[src/core/wdt_regs.svh]
// Purpose: Offsets, field positions, reset values and counts of the watchdog block
// Assumes: Included by its bare name from every design file that needs it
// Notes: Definitions only
//
// Function
// - Mode 11 keeps the watchdog running awake and asleep, enable bit ignored.
// - Mode 10 runs the watchdog while awake and stops it during sleep.
// - Mode 01 lets the software enable bit start or stop the watchdog.
// - Mode 00 keeps the watchdog off always, enable bit ignored.
// - Prescale code 0 gives ratio 32, doubling per step to 8388608 at 18.
// - Prescale codes 19 to 31 behave as the minimum ratio of 32.
// - After reset the prescale select is 01011, a ratio of 65536.
// - Clock source bit picks mid-frequency oscillator at 1, low-frequency at 0.
// - Counter clears on reset, clear instruction, sleep entry, wake, control write.
// - Enabled during sleep, the counter restarts from zero after entry clear.
// - Time-out during sleep wakes the device instead of resetting it.
// - Time-out drives expiry, power-down and watchdog-reset flags low.
// - Uncleared time-out while awake and active requests a device reset.
`ifndef WDT_REGS_SVH
`define WDT_REGS_SVH

`define WDT_ADDR_W 12
`define WDT_CTRL_ADDR 12'h80C
`define WDT_STAT_ADDR 12'h80D

`define WDT_CS_BIT 7
`define WDT_RSV_BIT 6
`define WDT_DIV_MSB 5
`define WDT_DIV_LSB 1
`define WDT_SWEN_BIT 0
`define WDT_CTRL_RST 8'h16
`define WDT_DIV_RST 5'h0B
`define WDT_DIV_MAX 5'h12

`define WDT_EXP_BIT 0
`define WDT_PWRDN_BIT 1
`define WDT_WDRST_BIT 2
`define WDT_STAT_RST 3'h7

`define WDT_MODE_OFF 2'h0
`define WDT_MODE_SW 2'h1
`define WDT_MODE_AWAKE 2'h2
`define WDT_MODE_ON 2'h3

`define WDT_CNT_W 24
`define WDT_BASE_RATIO 24'h000020

`endif

[src/core/wdt_pkg.sv]
// Purpose: Shared types of the watchdog block
// Assumes: Offsets and counts come from wdt_regs.svh
// Notes: Types only
`include "wdt_regs.svh"
package wdt_pkg;
    typedef logic [1:0] wdt_mode_t;
    typedef logic [`WDT_DIV_MSB-`WDT_DIV_LSB:0] wdt_div_t;
    typedef logic [`WDT_CNT_W-1:0] wdt_cnt_t;
    typedef logic [`WDT_ADDR_W-1:0] wdt_addr_t;
    typedef enum logic {
        PH_AWAKE,
        PH_ASLEEP
    } wdt_phase_t;
endpackage

[src/core/wdt_cnt_if.sv]
// Purpose: Link between the watchdog control logic and its counter
// Assumes: One clock domain
// Notes: Tick and clear are one-cycle pulses, expire is a registered pulse
`timescale 1ns/1ps
`default_nettype none
interface wdt_cnt_if;
    import wdt_pkg::*;
    logic tick;
    logic clear;
    logic run;
    wdt_div_t divSel;
    logic expire;
    modport ctl (output tick, output clear, output run, output divSel, input expire);
    modport cnt (input tick, input clear, input run, input divSel, output expire);
endinterface
`default_nettype wire

[src/core/wdt_counter.sv]
// Purpose: Prescaled time-out counter of the watchdog
// Assumes: Ticks arrive at most once per core clock
// Notes: Clear has priority over counting
`timescale 1ns/1ps
`default_nettype none
`include "wdt_regs.svh"
module wdt_counter (
    input wire logic core_clk,
    input wire logic arst_n,
    wdt_cnt_if.cnt cnt
);
    import wdt_pkg::*;

    wdt_cnt_t count_q;
    wdt_cnt_t count_d;
    logic expire_q;
    logic expire_d;
    wdt_cnt_t ratio;

    always_comb begin
        if (cnt.divSel > `WDT_DIV_MAX) begin
            ratio = `WDT_BASE_RATIO;
        end else begin
            ratio = `WDT_BASE_RATIO << cnt.divSel;
        end
    end

    always_comb begin
        count_d = count_q;
        expire_d = 1'b0;
        if (cnt.clear) begin
            count_d = '0;
        end else if (cnt.run && cnt.tick) begin
            if (wdt_cnt_t'(count_q + 24'h000001) == ratio) begin
                count_d = '0;
                expire_d = 1'b1;
            end else begin
                count_d = wdt_cnt_t'(count_q + 24'h000001);
            end
        end
    end

    always_ff @(posedge core_clk or negedge arst_n) begin
        if (!arst_n) begin
            count_q <= '0;
            expire_q <= 1'b0;
        end else begin
            count_q <= count_d;
            expire_q <= expire_d;
        end
    end

    assign cnt.expire = expire_q;
endmodule
`default_nettype wire

[src/core/wdt_top.sv]
// Purpose: Watchdog with mode decode, prescale select, sleep wake and status flags
// Assumes: Oscillator inputs are levels synchronous to core_clk and far slower than it
// Notes: Registers on a plain strobe port, read data one cycle after the strobe
//
// The implementer's own choice: the strobed register port.
`timescale 1ns/1ps
`default_nettype none
`include "wdt_regs.svh"
module wdt_top (
    input wire logic core_clk,
    input wire logic arst_n,
    input wire wdt_pkg::wdt_addr_t regAddr,
    input wire logic [7:0] regWdata,
    input wire logic regWr,
    input wire logic regRd,
    output logic [7:0] regRdata,
    input wire wdt_pkg::wdt_mode_t watchdogModeConfig,
    input wire logic watchdogClearInstruction,
    input wire logic sleepState,
    input wire logic lowFreqOsc,
    input wire logic midFreqOsc,
    output logic wdtResetReq,
    output logic wakeReq,
    output logic wdtActive,
    output logic expiryFlagN,
    output logic powerDownFlagN,
    output logic watchdogResetFlagN
);
    import wdt_pkg::*;

    wdt_cnt_if cntIf ();

    // Control register fields
    logic clkSel_q;
    logic clkSel_d;
    wdt_div_t divSel_q;
    wdt_div_t divSel_d;
    logic swEnable_q;
    logic swEnable_d;

    // Status flags, all active low
    logic expiry_q;
    logic expiry_d;
    logic powerDown_q;
    logic powerDown_d;
    logic rstFlag_q;
    logic rstFlag_d;

    // Read data and pulses
    logic [7:0] rdata_q;
    logic [7:0] rdata_d;
    logic resetReq_q;
    logic resetReq_d;
    logic wake_q;
    logic wake_d;

    // Oscillator edge and sleep phase tracking
    logic lowPrev_q;
    logic lowPrev_d;
    logic midPrev_q;
    logic midPrev_d;
    wdt_phase_t phase_q;
    wdt_phase_t phase_d;

    logic ctrlWrite;
    logic statWrite;
    logic lowRise;
    logic midRise;
    logic oscTick;
    logic sleepEnter;
    logic sleepExit;
    logic active;

    assign ctrlWrite = regWr && (regAddr == `WDT_CTRL_ADDR);
    assign statWrite = regWr && (regAddr == `WDT_STAT_ADDR);

    // Each source keeps its own history, so a source change cannot add a false tick
    assign lowRise = lowFreqOsc && !lowPrev_q;
    assign midRise = midFreqOsc && !midPrev_q;
    assign oscTick = clkSel_q ? midRise : lowRise;

    assign sleepEnter = (phase_q == PH_AWAKE) && sleepState;
    assign sleepExit = (phase_q == PH_ASLEEP) && !sleepState;

    // Mode decode; the mode input is treated as static configuration
    always_comb begin
        case (watchdogModeConfig)
            `WDT_MODE_ON: active = 1'b1;
            `WDT_MODE_AWAKE: active = (phase_q == PH_AWAKE);
            `WDT_MODE_SW: active = swEnable_q;
            `WDT_MODE_OFF: active = 1'b0;
            default: active = 1'b0;
        endcase
    end

    // Counter hookup; a disabled counter holds its value
    assign cntIf.tick = oscTick;
    assign cntIf.run = active;
    assign cntIf.divSel = divSel_q;
    assign cntIf.clear = watchdogClearInstruction || sleepEnter || sleepExit
        || ctrlWrite;

    wdt_counter counter (
        .core_clk(core_clk),
        .arst_n(arst_n),
        .cnt(cntIf.cnt)
    );

    // Sleep phase and oscillator history
    always_comb begin
        lowPrev_d = lowFreqOsc;
        midPrev_d = midFreqOsc;
        case (phase_q)
            PH_AWAKE: phase_d = sleepState ? PH_ASLEEP : PH_AWAKE;
            PH_ASLEEP: phase_d = sleepState ? PH_ASLEEP : PH_AWAKE;
            default: phase_d = PH_AWAKE;
        endcase
    end

    always_ff @(posedge core_clk or negedge arst_n) begin
        if (!arst_n) begin
            lowPrev_q <= 1'b0;
            midPrev_q <= 1'b0;
            phase_q <= PH_AWAKE;
        end else begin
            lowPrev_q <= lowPrev_d;
            midPrev_q <= midPrev_d;
            phase_q <= phase_d;
        end
    end

    // Control register
    always_comb begin
        clkSel_d = clkSel_q;
        divSel_d = divSel_q;
        swEnable_d = swEnable_q;
        if (ctrlWrite) begin
            clkSel_d = regWdata[`WDT_CS_BIT];
            divSel_d = regWdata[`WDT_DIV_MSB:`WDT_DIV_LSB];
            swEnable_d = regWdata[`WDT_SWEN_BIT];
        end
    end

    always_ff @(posedge core_clk or negedge arst_n) begin
        if (!arst_n) begin
            clkSel_q <= 1'b0;
            divSel_q <= `WDT_DIV_RST;
            swEnable_q <= 1'b0;
        end else begin
            clkSel_q <= clkSel_d;
            divSel_q <= divSel_d;
            swEnable_q <= swEnable_d;
        end
    end

    // Time-out routing and status flags; hardware events win over a software write
    always_comb begin
        resetReq_d = 1'b0;
        wake_d = 1'b0;
        expiry_d = expiry_q;
        powerDown_d = powerDown_q;
        rstFlag_d = rstFlag_q;
        if (statWrite) begin
            expiry_d = regWdata[`WDT_EXP_BIT];
            powerDown_d = regWdata[`WDT_PWRDN_BIT];
            rstFlag_d = regWdata[`WDT_WDRST_BIT];
        end
        if (sleepEnter) begin
            expiry_d = 1'b1;
            powerDown_d = 1'b0;
        end
        if (cntIf.expire) begin
            expiry_d = 1'b0;
            powerDown_d = 1'b0;
            rstFlag_d = 1'b0;
            if (phase_q == PH_ASLEEP) begin
                wake_d = 1'b1;
            end else begin
                resetReq_d = 1'b1;
            end
        end
    end

    always_ff @(posedge core_clk or negedge arst_n) begin
        if (!arst_n) begin
            expiry_q <= 1'b1;
            powerDown_q <= 1'b1;
            rstFlag_q <= 1'b1;
            resetReq_q <= 1'b0;
            wake_q <= 1'b0;
        end else begin
            expiry_q <= expiry_d;
            powerDown_q <= powerDown_d;
            rstFlag_q <= rstFlag_d;
            resetReq_q <= resetReq_d;
            wake_q <= wake_d;
        end
    end

    // Read port; reserved bit and unmapped addresses read zero
    always_comb begin
        rdata_d = 8'h00;
        if (regRd) begin
            if (regAddr == `WDT_CTRL_ADDR) begin
                rdata_d[`WDT_CS_BIT] = clkSel_q;
                rdata_d[`WDT_DIV_MSB:`WDT_DIV_LSB] = divSel_q;
                rdata_d[`WDT_SWEN_BIT] = swEnable_q;
            end else if (regAddr == `WDT_STAT_ADDR) begin
                rdata_d[`WDT_EXP_BIT] = expiry_q;
                rdata_d[`WDT_PWRDN_BIT] = powerDown_q;
                rdata_d[`WDT_WDRST_BIT] = rstFlag_q;
            end
        end
    end

    always_ff @(posedge core_clk or negedge arst_n) begin
        if (!arst_n) begin
            rdata_q <= 8'h00;
        end else begin
            rdata_q <= rdata_d;
        end
    end

    assign regRdata = rdata_q;
    assign wdtResetReq = resetReq_q;
    assign wakeReq = wake_q;
    assign wdtActive = active;
    assign expiryFlagN = expiry_q;
    assign powerDownFlagN = powerDown_q;
    assign watchdogResetFlagN = rstFlag_q;
endmodule
`default_nettype wire
[config.mk]
export PLATFORM = sky130hd
export DESIGN_NAME = wdt_top
export DESIGN_NICKNAME = d
export VERILOG_FILES = /design/src/core/wdt_pkg.sv /design/src/core/wdt_cnt_if.sv /design/src/core/wdt_counter.sv /design/src/core/wdt_top.sv
export VERILOG_INCLUDE_DIRS = /design/src /design/src/core
export SDC_FILE = /design/constraint.sdc
export NUM_CORES = 1
export LEC_CHECK = 0
export BUFFER_PORTS_ARGS = -buffer_cell sky130_fd_sc_hd__buf_4
export CORE_MARGIN = 2
export CORE_UTILIZATION = 59
export DETAILED_ROUTE_END_ITERATION = 10
export PLACE_DENSITY = 0.81
export SLEW_MARGIN = 20
export SYNTH_ARGS = -nofsm -noshare
export SYNTH_HDL_FRONTEND = slang
export SYNTH_SLANG_ARGS = --single-unit
[constraint.sdc]
create_clock -name core_clk -period 3.4 [get_ports core_clk]
set_input_delay 0.51 -clock core_clk [delete_from_list [all_inputs] [get_ports core_clk]]
set_output_delay 0.51 -clock core_clk [all_outputs]
set_load 0.005 [all_outputs]
==> reports/qor.yml, run 1 <==
synth_edf_count: 0
worst_path_max_delay_cell: "dfrtp_1"
swShare_pct: 25.7
drt-total-wl_um: 9190
start_kind: "register"
grt_pass1_wl_um: 15200
place_inst: 513
synthCells: 410
multiInputGateArea_mm2: 0.00219
relSlewSlack_pct: 50.6
rsz0062_at_grt: "false"
drc: 0
yosys_register_bits: 47
grt_pass1_vias: 3120
cts_tree: "built"
syn2layout_area_growth_pct: 13.0
synth_cell_types: 69
vias: 3288
min_period_ns: 3.17
drt-vias-per-instance: 6.31
p_leak_nw: 1.74
rr_worst_depth: 9
final.setup.tns_ns: 0
antenna_found_initial: 0
seq_power_share_pct: 56.4
p_comb_share_pct: 7.3
overflow: 0
fin_crit_sh_pct: 93.4
r2r-end: "counter.count_q[7]$_DFFE_PN0P_"
nFillCells: 489
drt-pass1-iter-count: 4
core-area_mm2: 0.00585
internal_power_mw: 0.743
switchingPower_mw: 0.257
clock.fmax_ghz: 0.315
hp-class: "in -> async"
pin_count: 44
timing.rr.start: "counter.count_q[6]$_DFFE_PN0P_"
grt.total_usage_pct: 29.7
end_kind: "register"
fin_area_mm2: 0.00401
cp_data_required_time_ns: 3.61
diodes: 0
finalNonFillerCells: 521
max_stage_delay_ns: 0.63
yosysSeqAreaShare_pct: 33.4
cts.sinks: 47
synth_flop_cell: "dfrtp_1"
port_buffers: 41
crit_fanout: 10
path_common_cell: "nand4_4"
clock_power_share_pct: 36.3
worst_pin_slew_ns: 0.740
fin_worst_skew_ns: 0.00618
syn_area_mm2: 0.00355
row_count: 28
clk_pin_slew_ns: 0.09
seq_area_mm2: 0.00118
syn_avg_cell_area_um2: 8.65
drv_cap: 0
start_util_pct: 60.7
finalMaxSlewViolations: 0
die_y_um: 81.6
drtAntennaViolNets: 0
r2r_setup_slack_ns: 0.23
holdBufCountCts: 0
critPathKind: "reg -> reg"
hold_viol: 0
cp_data_arrival_time_ns: 3.38
vdd_drop_max_mv: 0.172
grt_max_degree: 48
post_cts_buffers: 0
placed_area_mm2: 0.00391
ctsHtreeMaxLevel: 2
yosys_warnings: 0
status: "completed"
final_nets: 476
clock_latency_ns: 0.31
layout-drive-gt1-share_pct: 23.1
syn_nets: 441
gp_congestion: 0.945
endpoint: "counter.count_q[7]$_DFFE_PN0P_"
dieArea_mm2: 0.00665
clockBufferDepth: 2
worstPathCellList: "nand4_4, nor4_4, nand3_2, xor2_1, nor4_2, nand4_4, buf_4, o221ai_1, nand2_1"
async_reset_ff_share_pct: 100
root_buffer: "clkbuf_8"
startpoint: "counter.count_q[6]$_DFFE_PN0P_"
die_x_um: 81.6
dp_hpwl_um: 6840
drt_iter0_markers: 225
cts_made_buffers: 5
pwr_density_cell_mw_per_mm2: 249
routedWlPerCell_um: 17.6
setup_viol: 0
-- sequential cells by signal (all words and copies together) (netlist names) --
signal / count
clkSel_q: 1
cntIf.divSel: 5
counter.cnt.expire: 1
counter.count_q: 24
expiryFlagN: 1
lowPrev_q: 1
midPrev_q: 1
phase_q: 1
powerDownFlagN: 1
regRdata: 7
swEnable_q: 1
wakeReq: 1
watchdogResetFlagN: 1
wdtResetReq: 1
-- logic make-up (layout without fill, tap and decap cells) --
family | after synthesis | after routing | share of synthesized area, %
XOR/XNOR | 19 | 19 | 5.11
AO/OA/AOI/OAI | 74 | 74 | 17.3
other | 1 | 1 | 0.106
buffers and inverters | 37 | 73 | 5.25
AND/OR/NAND/NOR | 219 | 219 | 34.9
flip-flops | 47 | 47 | 33.4
multiplexers | 12 | 12 | 3.60
adder cells (fa/ha/maj) | 1 | 1 | 0.353
-- cells in the mapped netlist (3+ instances only) --
cell	n	area (um2)
nor2_1	38	143
buf_2	9	45.0
inv_1	10	37.5
o221ai_2	10	150
o21ai_0	10	50.1
o211ai_1	10	75.1
a21o_1	3	22.5
nor3_1	12	60.1
mux2i_1	6	60.1
nand4_1	16	100
and2_1	17	106
and4_1	3	26.3
dfstp_2	6	158
a22oi_1	6	45.0
nand3_1	20	100
dfrtp_1	41	1030
nand2_1	59	221
nand2b_1	5	31.3
buf_4	7	52.6
mux2_2	6	67.6
and3_1	6	37.5
xor2_1	8	70.1
nor4_1	7	43.8
clkbuf_1	7	26.3
or3_1	9	56.3
o221ai_1	4	35.0
xnor2_1	10	87.6
o21a_1	3	22.5
a32oi_1	3	26.3
a21oi_1	7	35.0
-- how the worst min path moves through the flow --
stage	endpoint	from
final	regRdata[1]$_DFF_PN0_	arst_n
after global routing	regRdata[2]$_DFF_PN0_	arst_n
after detailed placement	watchdogResetFlagN$_DFFE_PN1P_	counter.cnt.expire$_DFF_PN0_
after CTS	regRdata[1]$_DFF_PN0_	arst_n
after floorplan	clkSel_q$_DFFE_PN0P_	arst_n
after global placement	expiryFlagN$_DFFE_PN1P_	counter.cnt.expire$_DFF_PN0_
-- through the flow --
step / util, % / total power [mW] / hold WS, ns / setup WS, ns
final: 68.5 / 1.00 / 0.190 / 0.226
after global routing: 68.5 / 1.03 / 0.250 / 0.0114
after CTS: 68.3 / 1.00 / 0.227 / 0.174
after detailed placement: 66.8 / 0.648 / 0.453 / 0.202
after global placement: 66.8 / 0.647 / 0.437 / 0.260
after floorplan: - / 0.601 / 0.214 / 0.649
-- timing repair --
| item | CTS | global route |
|---|---|---|
| hold endpoints to repair | 0 | 0 |
| endpoints found under the setup margin | 0 | 5 |
| resized for setup | 0 | 2 |
-- power by group through the flow --
| stage | Sequential (mW) | Clock, mW | Combinational, mW |
|---|---|---|---|
| global placement | 0.575 | 0 | 0.0717 |
| floorplan | 0.574 | 0 | 0.0268 |
| CTS | 0.564 | 0.365 | 0.0734 |
| detailed placement | 0.575 | 0 | 0.0730 |
| global route | 0.565 | 0.383 | 0.0805 |
| finish | 0.564 | 0.363 | 0.0730 |
-- layout make-up --
type,count,area share [%]
clock buffer,6,1.81
clock inverter,2,0.406
inverter,10,0.936
multi-input combinational,326,54.7
sequential,47,29.5
tap,75,2.34
timing repair buffer,55,10.3
-- critical path, delay by kind of cell, from the launching register on --
family / cells / cell delay (ns)
simple gates: 6 / 1.73
flops: 1 / 0.63
xor+xnor: 1 / 0.24
compound gates: 1 / 0.18
buf+inv: 1 / 0.27
-- per-layer routing --
layer  wire [um]  track usage [%]  vias up
li1            -                -     1576
met1        4150             42.1     1604
met2        4460             47.7       98
met3         440             3.74       10
met4         132             8.64        0
met5           0                0        -
-- layout by cell type (no fill, tap or decap), types with 4 or more instances in the layout --
cell / count
nand2_1: 59
a21oi_1: 7
mux2_2: 6
buf_4: 55
nor2_1: 37
mux2i_1: 6
a22oi_1: 6
nor3_1: 12
and3_1: 6
xor2_1: 8
clkbuf_8: 5
nand2b_1: 5
inv_1: 10
dfstp_2: 6
o221ai_2: 10
nor4_1: 7
dfrtp_1: 41
and2_1: 17
o211ai_1: 10
o221ai_1: 4
xnor2_1: 10
o21ai_0: 10
or3_1: 9
nand3_1: 20
nand4_1: 16
Power figures use the tool's default switching activity.
==> run 2: changes to the inputs <==
CORE_UTILIZATION = 40   (was 59)
PLACE_DENSITY = 0.59   (was 0.81)
==> run 2 against run 1 <==
Power increased by 0.52%. Combinational power is essentially flat. Register-to-register slack improved by 0.08 ns. Design area grew 2.1%. Clock-buffer cell count stayed put. Sequential power hardly changed.
==> reports/qor.yml, run 2 (same netlist as run 1, synthesis figures left out) <==
timing.rr.start: "counter.count_q[11]$_DFFE_PN0P_"  # was counter.count_q[6]$_DFFE_PN0P_
fin_crit_sh_pct: 91.1  # was 93.4%
row_count: 34  # was 28
core-area_mm2: 0.00868  # was 0.00585 mm2
port_buffers: 41  # unchanged
grt.total_usage_pct: 20.4  # was 29.7%
nFillCells: 850  # was 489
max_stage_delay_ns: 0.60  # was 0.63 ns
layout-drive-gt1-share_pct: 24.1  # was 23.1%
top_register: "counter.count_q"  # unchanged
root_buffer: "clkbuf_8"  # unchanged
end_kind: "register"  # unchanged
drc: 0  # unchanged
drt-total-wl_um: 9360  # was 9190 um
use_met2_pct: 33.3  # was 47.7%
pre_cts_ws_ns: 0.352  # was 0.202 ns
ctsHtreeMaxLevel: 2  # unchanged
relSlewSlack_pct: 28.7  # was 50.6%
top_usage_layer: "met2"  # unchanged
drt-vias-per-instance: 5.75  # was 6.31
gr-usage-met3_pct: 2.72  # was 3.74%
clock.fmax_ghz: 0.323  # was 0.315 GHz
min_period_ns: 3.10  # was 3.17 ns
holdBufCountCts: 0  # unchanged
cts_tree: "built"  # unchanged
status: "completed"  # unchanged
ctsResizeCount: 0  # unchanged
total_power_mw: 1.01  # was 1.00 mW
drt_iter0_markers: 177  # was 225
start_kind: "register"  # unchanged
cp_data_arrival_time_ns: 3.28  # was 3.38 ns
startpoint: "counter.count_q[11]$_DFFE_PN0P_"  # was counter.count_q[6]$_DFFE_PN0P_
antenna_found_initial: 0  # unchanged
placed_area_mm2: 0.00400  # was 0.00391 mm2
setup_slack_ns: 0.304  # was 0.226 ns
setup_viol: 0  # unchanged
gp_congestion: 0.808  # was 0.945
routedWlPerCell_um: 16.7  # was 17.6 um
die_y_um: 98.2  # was 81.6 um
clk_pin_slew_ns: 0.09  # about the same
grt_pass1_wl_um: 15900  # was 15200 um
clock_latency_ns: 0.30  # was 0.31 ns
grt_pass1_vias: 3063  # was 3120
cts_made_buffers: 5  # unchanged
cts.sinks: 47  # unchanged
drv_cap: 0  # unchanged
vias: 3221  # was 3288
die_x_um: 98.2  # was 81.6 um
fin_area_mm2: 0.00409  # was 0.00401 mm2
start_util_pct: 40.9  # was 60.7%
worstPathCellList: "and4_1, nand4_1, o21ai_0, nand3_1, a32oi_1, nand3_1, o21ai_2, o211ai_1"  # was nand4_4, nor4_4, nand3_2, xor2_1, nor4_2, nand4_4, buf_4, o221ai_1, nand2_1
syn2layout_area_growth_pct: 15.4  # was 13.0%
pwr_density_cell_mw_per_mm2: 246  # was 249 mW/mm2
crit_fanout: 8  # was 10
hp-class: "in -> async"  # unchanged
finalMaxSlewViolations: 0  # unchanged
clockBufferDepth: 2  # unchanged
fin_worst_skew_ns: 0.00699  # was 0.00618 ns
final.setup.tns_ns: 0  # unchanged
p_leak_nw: 1.77  # was 1.74 nW
hold_viol: 0  # unchanged
path_common_cell: "nand3_1"  # was nand4_4
post_cts_buffers: 0  # unchanged
drt-pass1-iter-count: 4  # unchanged
cp_data_required_time_ns: 3.58  # was 3.61 ns
vdd_drop_max_mv: 0.149  # was 0.172 mV
dieArea_mm2: 0.00964  # was 0.00665 mm2
critPathKind: "reg -> reg"  # unchanged
worst_path_max_delay_cell: "o21ai_0"  # was dfrtp_1
rsz0062_at_grt: "false"  # unchanged
gr-usage-met1_pct: 29.3  # was 42.1%
dp_hpwl_um: 7030  # was 6840 um
diodes: 0  # unchanged
largest_reg_flops: 24  # unchanged
overflow: 0  # unchanged
layout_commonest_cell: "buf_4"  # was nand2_1
final_nets: 482  # was 476
drtAntennaViolNets: 0  # unchanged
pin_count: 44  # unchanged
final_cell_mix: "buf_4 (61), nand2_1 (59), dfrtp_1 (41)"  # was nand2_1 (59), buf_4 (55), dfrtp_1 (41)
grt_max_degree: 48  # unchanged
worst_pin_slew_ns: 1.07  # was 0.740 ns
-- run 2: report_power, final --
| part | total (mW) | internal (mW) | leakage, nW | switching [mW] |
|---|---|---|---|---|
| clock network | 0.368 | 0.166 | 0.0474 | 0.202 |
| registers | 0.564 | 0.562 | 0.628 | 0.00271 |
| logic | 0.0729 | 0.0329 | 1.10 | 0.0400 |
-- run 2: final timing paths --
check | endpoint | slack [ns] | depth (start not counted)
setup / recovery | counter.count_q[12]$_DFFE_PN0P_ | 0.30 | 8
hold / removal | regRdata[4]$_DFF_PN0_ | 0.20 | 1
setup reg to reg | counter.count_q[12]$_DFFE_PN0P_ | 0.30 | 8
hold reg to reg | watchdogResetFlagN$_DFFE_PN1P_ | 0.49 | 1
max in group asynchronous | counter.count_q[19]$_DFFE_PN0P_ | 2.78 | 1
min in group core_clk | lowPrev_q$_DFF_PN0_ | 0.32 | 1
-- run 2: cell type report --
| cell class | instances | area, um2 | area share (%) |
|---|---|---|---|
| sequential | 47 | 1180 | 28.9 |
| inverter | 10 | 37.5 | 0.917 |
| timing repair buffer | 61 | 458 | 11.2 |
| tap | 108 | 135 | 3.30 |
| clock inverter | 2 | 16.3 | 0.397 |
| clock buffer | 6 | 82.6 | 2.02 |
| multi-input combinational | 326 | 2180 | 53.3 |
-- run 2: metrics by stage --
stage               hold slack, ns  std cells  utilization (%)
finish                       0.198        560             47.2
global route                 0.242        560             47.2
CTS                          0.227        560             47.2
detailed placement           0.490        552             46.0
global placement             0.483        552             46.0
floorplan                    0.214        410                -
-- run 2: critical path, delay by kind of cell, from the launching register on --
family / cells / cell delay (ns)
flip-flops: 1 / 0.51
AO/OA/AOI/OAI: 4 / 1.41
AND/OR/NAND/NOR: 4 / 1.05
-- run 2: layer usage --
metal / up-vias / wire length, um
met5: - / 0
met4: 0 / 131
met3: 9 / 454
met2: 73 / 4420
met1: 1555 / 4350
li1: 1584 / -
==> run 3: changes to the inputs <==
clock period = 4 ns   (was 3.4 ns; I/O delays follow)
==> run 3 against run 2 <==
Core utilization fell by 1.1 points. Clock skew down 0.0014 ns. Flip-flop and latch count stayed put. Power down 17%. Global-route usage decreased by 0.31 points. Wire length about the same.
==> reports/qor.yml, run 3 (same netlist as run 1, synthesis figures left out) <==
status: "completed"  # unchanged
dr_wl_met2_um: 4290  # was 4420 um
fin_crit_sh_pct: 81.2  # was 91.1%
holdBufCountCts: 0  # unchanged
cp_data_arrival_time_ns: 3.43  # was 3.28 ns
top_register: "counter.count_q"  # unchanged
final_cell_mix: "nand2_1 (59), buf_4 (49), dfrtp_1 (41)"  # was buf_4 (61), nand2_1 (59), dfrtp_1 (41)
grt_max_degree: 48  # unchanged
grt_pass1_vias: 3011  # was 3063
rsz0062_at_grt: "false"  # unchanged
clock_latency_ns: 0.31  # was 0.30 ns
cts_made_buffers: 5  # unchanged
start_kind: "register"  # unchanged
fin_worst_skew_ns: 0.00554  # was 0.00699 ns
worstPathCellList: "nand4_1, nor4_4, nand3_2, xor2_1, nor4_2, nand4_4, o21ai_2, o211ai_1"  # was and4_1, nand4_1, o21ai_0, nand3_1, a32oi_1, nand3_1, o21ai_2, o211ai_1
drt-met1-wl_um: 4440  # was 4350 um
grt.total_usage_pct: 20.1  # was 20.4%
relSlewSlack_pct: 30.2  # was 28.7%
setup_viol: 0  # unchanged
timing.rr.start: "counter.count_q[12]$_DFFE_PN0P_"  # was counter.count_q[11]$_DFFE_PN0P_
path_delay_family: "simple AND/OR/NAND/NOR gates"  # was compound AO/OA/AOI/OAI gates
internal_power_mw: 0.629  # was 0.761 mW
start_util_pct: 40.9  # unchanged
worst-path-buf-inv: 0  # unchanged
final_nets: 470  # was 482
routedWlPerCell_um: 17.1  # was 16.7 um
p_comb_share_pct: 7.2  # was 7.3%
clk_pin_slew_ns: 0.09  # about the same
die_y_um: 98.2  # unchanged
drt-pass1-iter-count: 5  # was 4
syn2layout_area_growth_pct: 12.7  # was 15.4%
final.setup.tns_ns: 0  # unchanged
hold_viol: 0  # unchanged
port_buffers: 41  # unchanged
dp_hpwl_um: 6970  # was 7030 um
die_x_um: 98.2  # unchanged
row_count: 34  # unchanged
end_kind: "register"  # unchanged
drt-total-wl_um: 9360  # about the same
vdd_drop_max_mv: 0.162  # was 0.149 mV
gp_congestion: 0.876  # was 0.808
ctsResizeCount: 0  # unchanged
antenna_found_initial: 0  # unchanged
core-area_mm2: 0.00868  # unchanged
clock_power_share_pct: 35.6  # was 36.6%
met3_length_um: 427  # was 454 um
swShare_pct: 24.9  # was 24.3%
grt_pass1_wl_um: 15600  # was 15900 um
vias: 3170  # was 3221
diodes: 0  # unchanged
drtAntennaViolNets: 0  # unchanged
clockBufferDepth: 2  # unchanged
startpoint: "counter.count_q[12]$_DFFE_PN0P_"  # was counter.count_q[11]$_DFFE_PN0P_
cts.sinks: 47  # unchanged
critPathKind: "reg -> reg"  # unchanged
dieArea_mm2: 0.00964  # unchanged
clock.fmax_ghz: 0.308  # was 0.323 GHz
worst_pin_slew_ns: 1.05  # was 1.07 ns
finalMaxSlewViolations: 0  # unchanged
drt_iter0_markers: 207  # was 177
cp_data_required_time_ns: 4.18  # was 3.58 ns
worst_path_max_delay_cell: "dfrtp_1"  # was o21ai_0
dr.max_layer_used: "met4"  # unchanged
pwr_density_cell_mw_per_mm2: 210  # was 246 mW/mm2
overflow: 0  # unchanged
post_cts_buffers: 0  # unchanged
cts_tree: "built"  # unchanged
max_stage_delay_ns: 0.59  # was 0.60 ns
drt-vias-per-instance: 5.78  # was 5.75
hp-class: "in -> async"  # unchanged
root_buffer: "clkbuf_8"  # unchanged
hold-worst-slack_ns: 0.289  # was 0.198 ns
min_period_ns: 3.25  # was 3.10 ns
crit_fanout: 13  # was 8
seq_power_share_pct: 57.2  # was 56.1%
switchingPower_mw: 0.209  # was 0.244 mW
pin_count: 44  # unchanged
layout_commonest_cell: "nand2_1"  # was buf_4
ctsHtreeMaxLevel: 2  # unchanged
largest_reg_flops: 24  # unchanged
drc: 0  # unchanged
drv_cap: 0  # unchanged
p_leak_nw: 1.71  # was 1.77 nW
layout-drive-gt1-share_pct: 22.0  # was 24.1%
## run 3: cell types whose count changed in the layout (fill, tap and decap cells not counted), sizes merged
| cell | before | now |
|---|---|---|
| clkinv | 1 | 2 |
| clkinvlp | 1 | 0 |
| buf | 61 | 49 |
## run 3: power by group through the flow
stage | registers, mW | logic, mW | clock network, mW
global placement | 0.489 | 0.0603 | 0
finish | 0.480 | 0.0600 | 0.298
global route | 0.480 | 0.0667 | 0.324
CTS | 0.480 | 0.0616 | 0.314
floorplan | 0.488 | 0.0228 | 0
detailed placement | 0.489 | 0.0612 | 0
## run 3: path summary, 6_finish.rpt
| kind | slack [ns] | cells past startpoint | end |
|---|---|---|---|
| worst min-delay path | 0.29 | 1 | regRdata[4]$_DFF_PN0_ |
| worst min register to register | 0.50 | 1 | expiryFlagN$_DFFE_PN1P_ |
| max in group asynchronous | 3.30 | 1 | counter.count_q[12]$_DFFE_PN0P_ |
| worst max register to register | 0.75 | 8 | counter.count_q[22]$_DFFE_PN0P_ |
| min in group core_clk | 0.41 | 1 | midPrev_q$_DFF_PN0_ |
| worst max-delay path | 0.75 | 8 | counter.count_q[22]$_DFFE_PN0P_ |
## run 3: final cells by class
class	count	area, um2
fillers	883	4680
multi-input cells	326	2180
flip-flops and latches	47	1180
repair buffers	49	368
well taps	108	135
clock buffers	6	72.6
inverters	10	37.5
clock inverters	2	17.5
## run 3: layer usage
layer  vias up  global-route usage [%]
met5         -                       0
met4         0                    6.32
met3        16                    2.51
met2        98                    31.3
met1      1497                    29.3
li1       1559                       -
## run 3: stage by stage
stage	setup slack, ns	total power [mW]	cell area, um2	util [%]	instances
2_1_floorplan	1.25	0.511	3550	-	410
3_3_place_gp	0.863	0.549	3910	45.0	540
3_5_place_dp	0.815	0.550	3910	45.0	540
4_1_cts	0.807	0.855	4000	46.1	548
5_1_grt	0.514	0.870	4000	46.1	548
6_report	0.753	0.838	4000	46.1	548
## run 3: worst register-to-register path, cell delays in order (launching register included)
cell and delay [ns]:
dfrtp_1 0.59, nand4_1 0.29, nor4_4 0.55, nand3_2 0.21
xor2_1 0.23, nor4_2 0.42, nand4_4 0.29, o21ai_2 0.39
o211ai_1 0.15
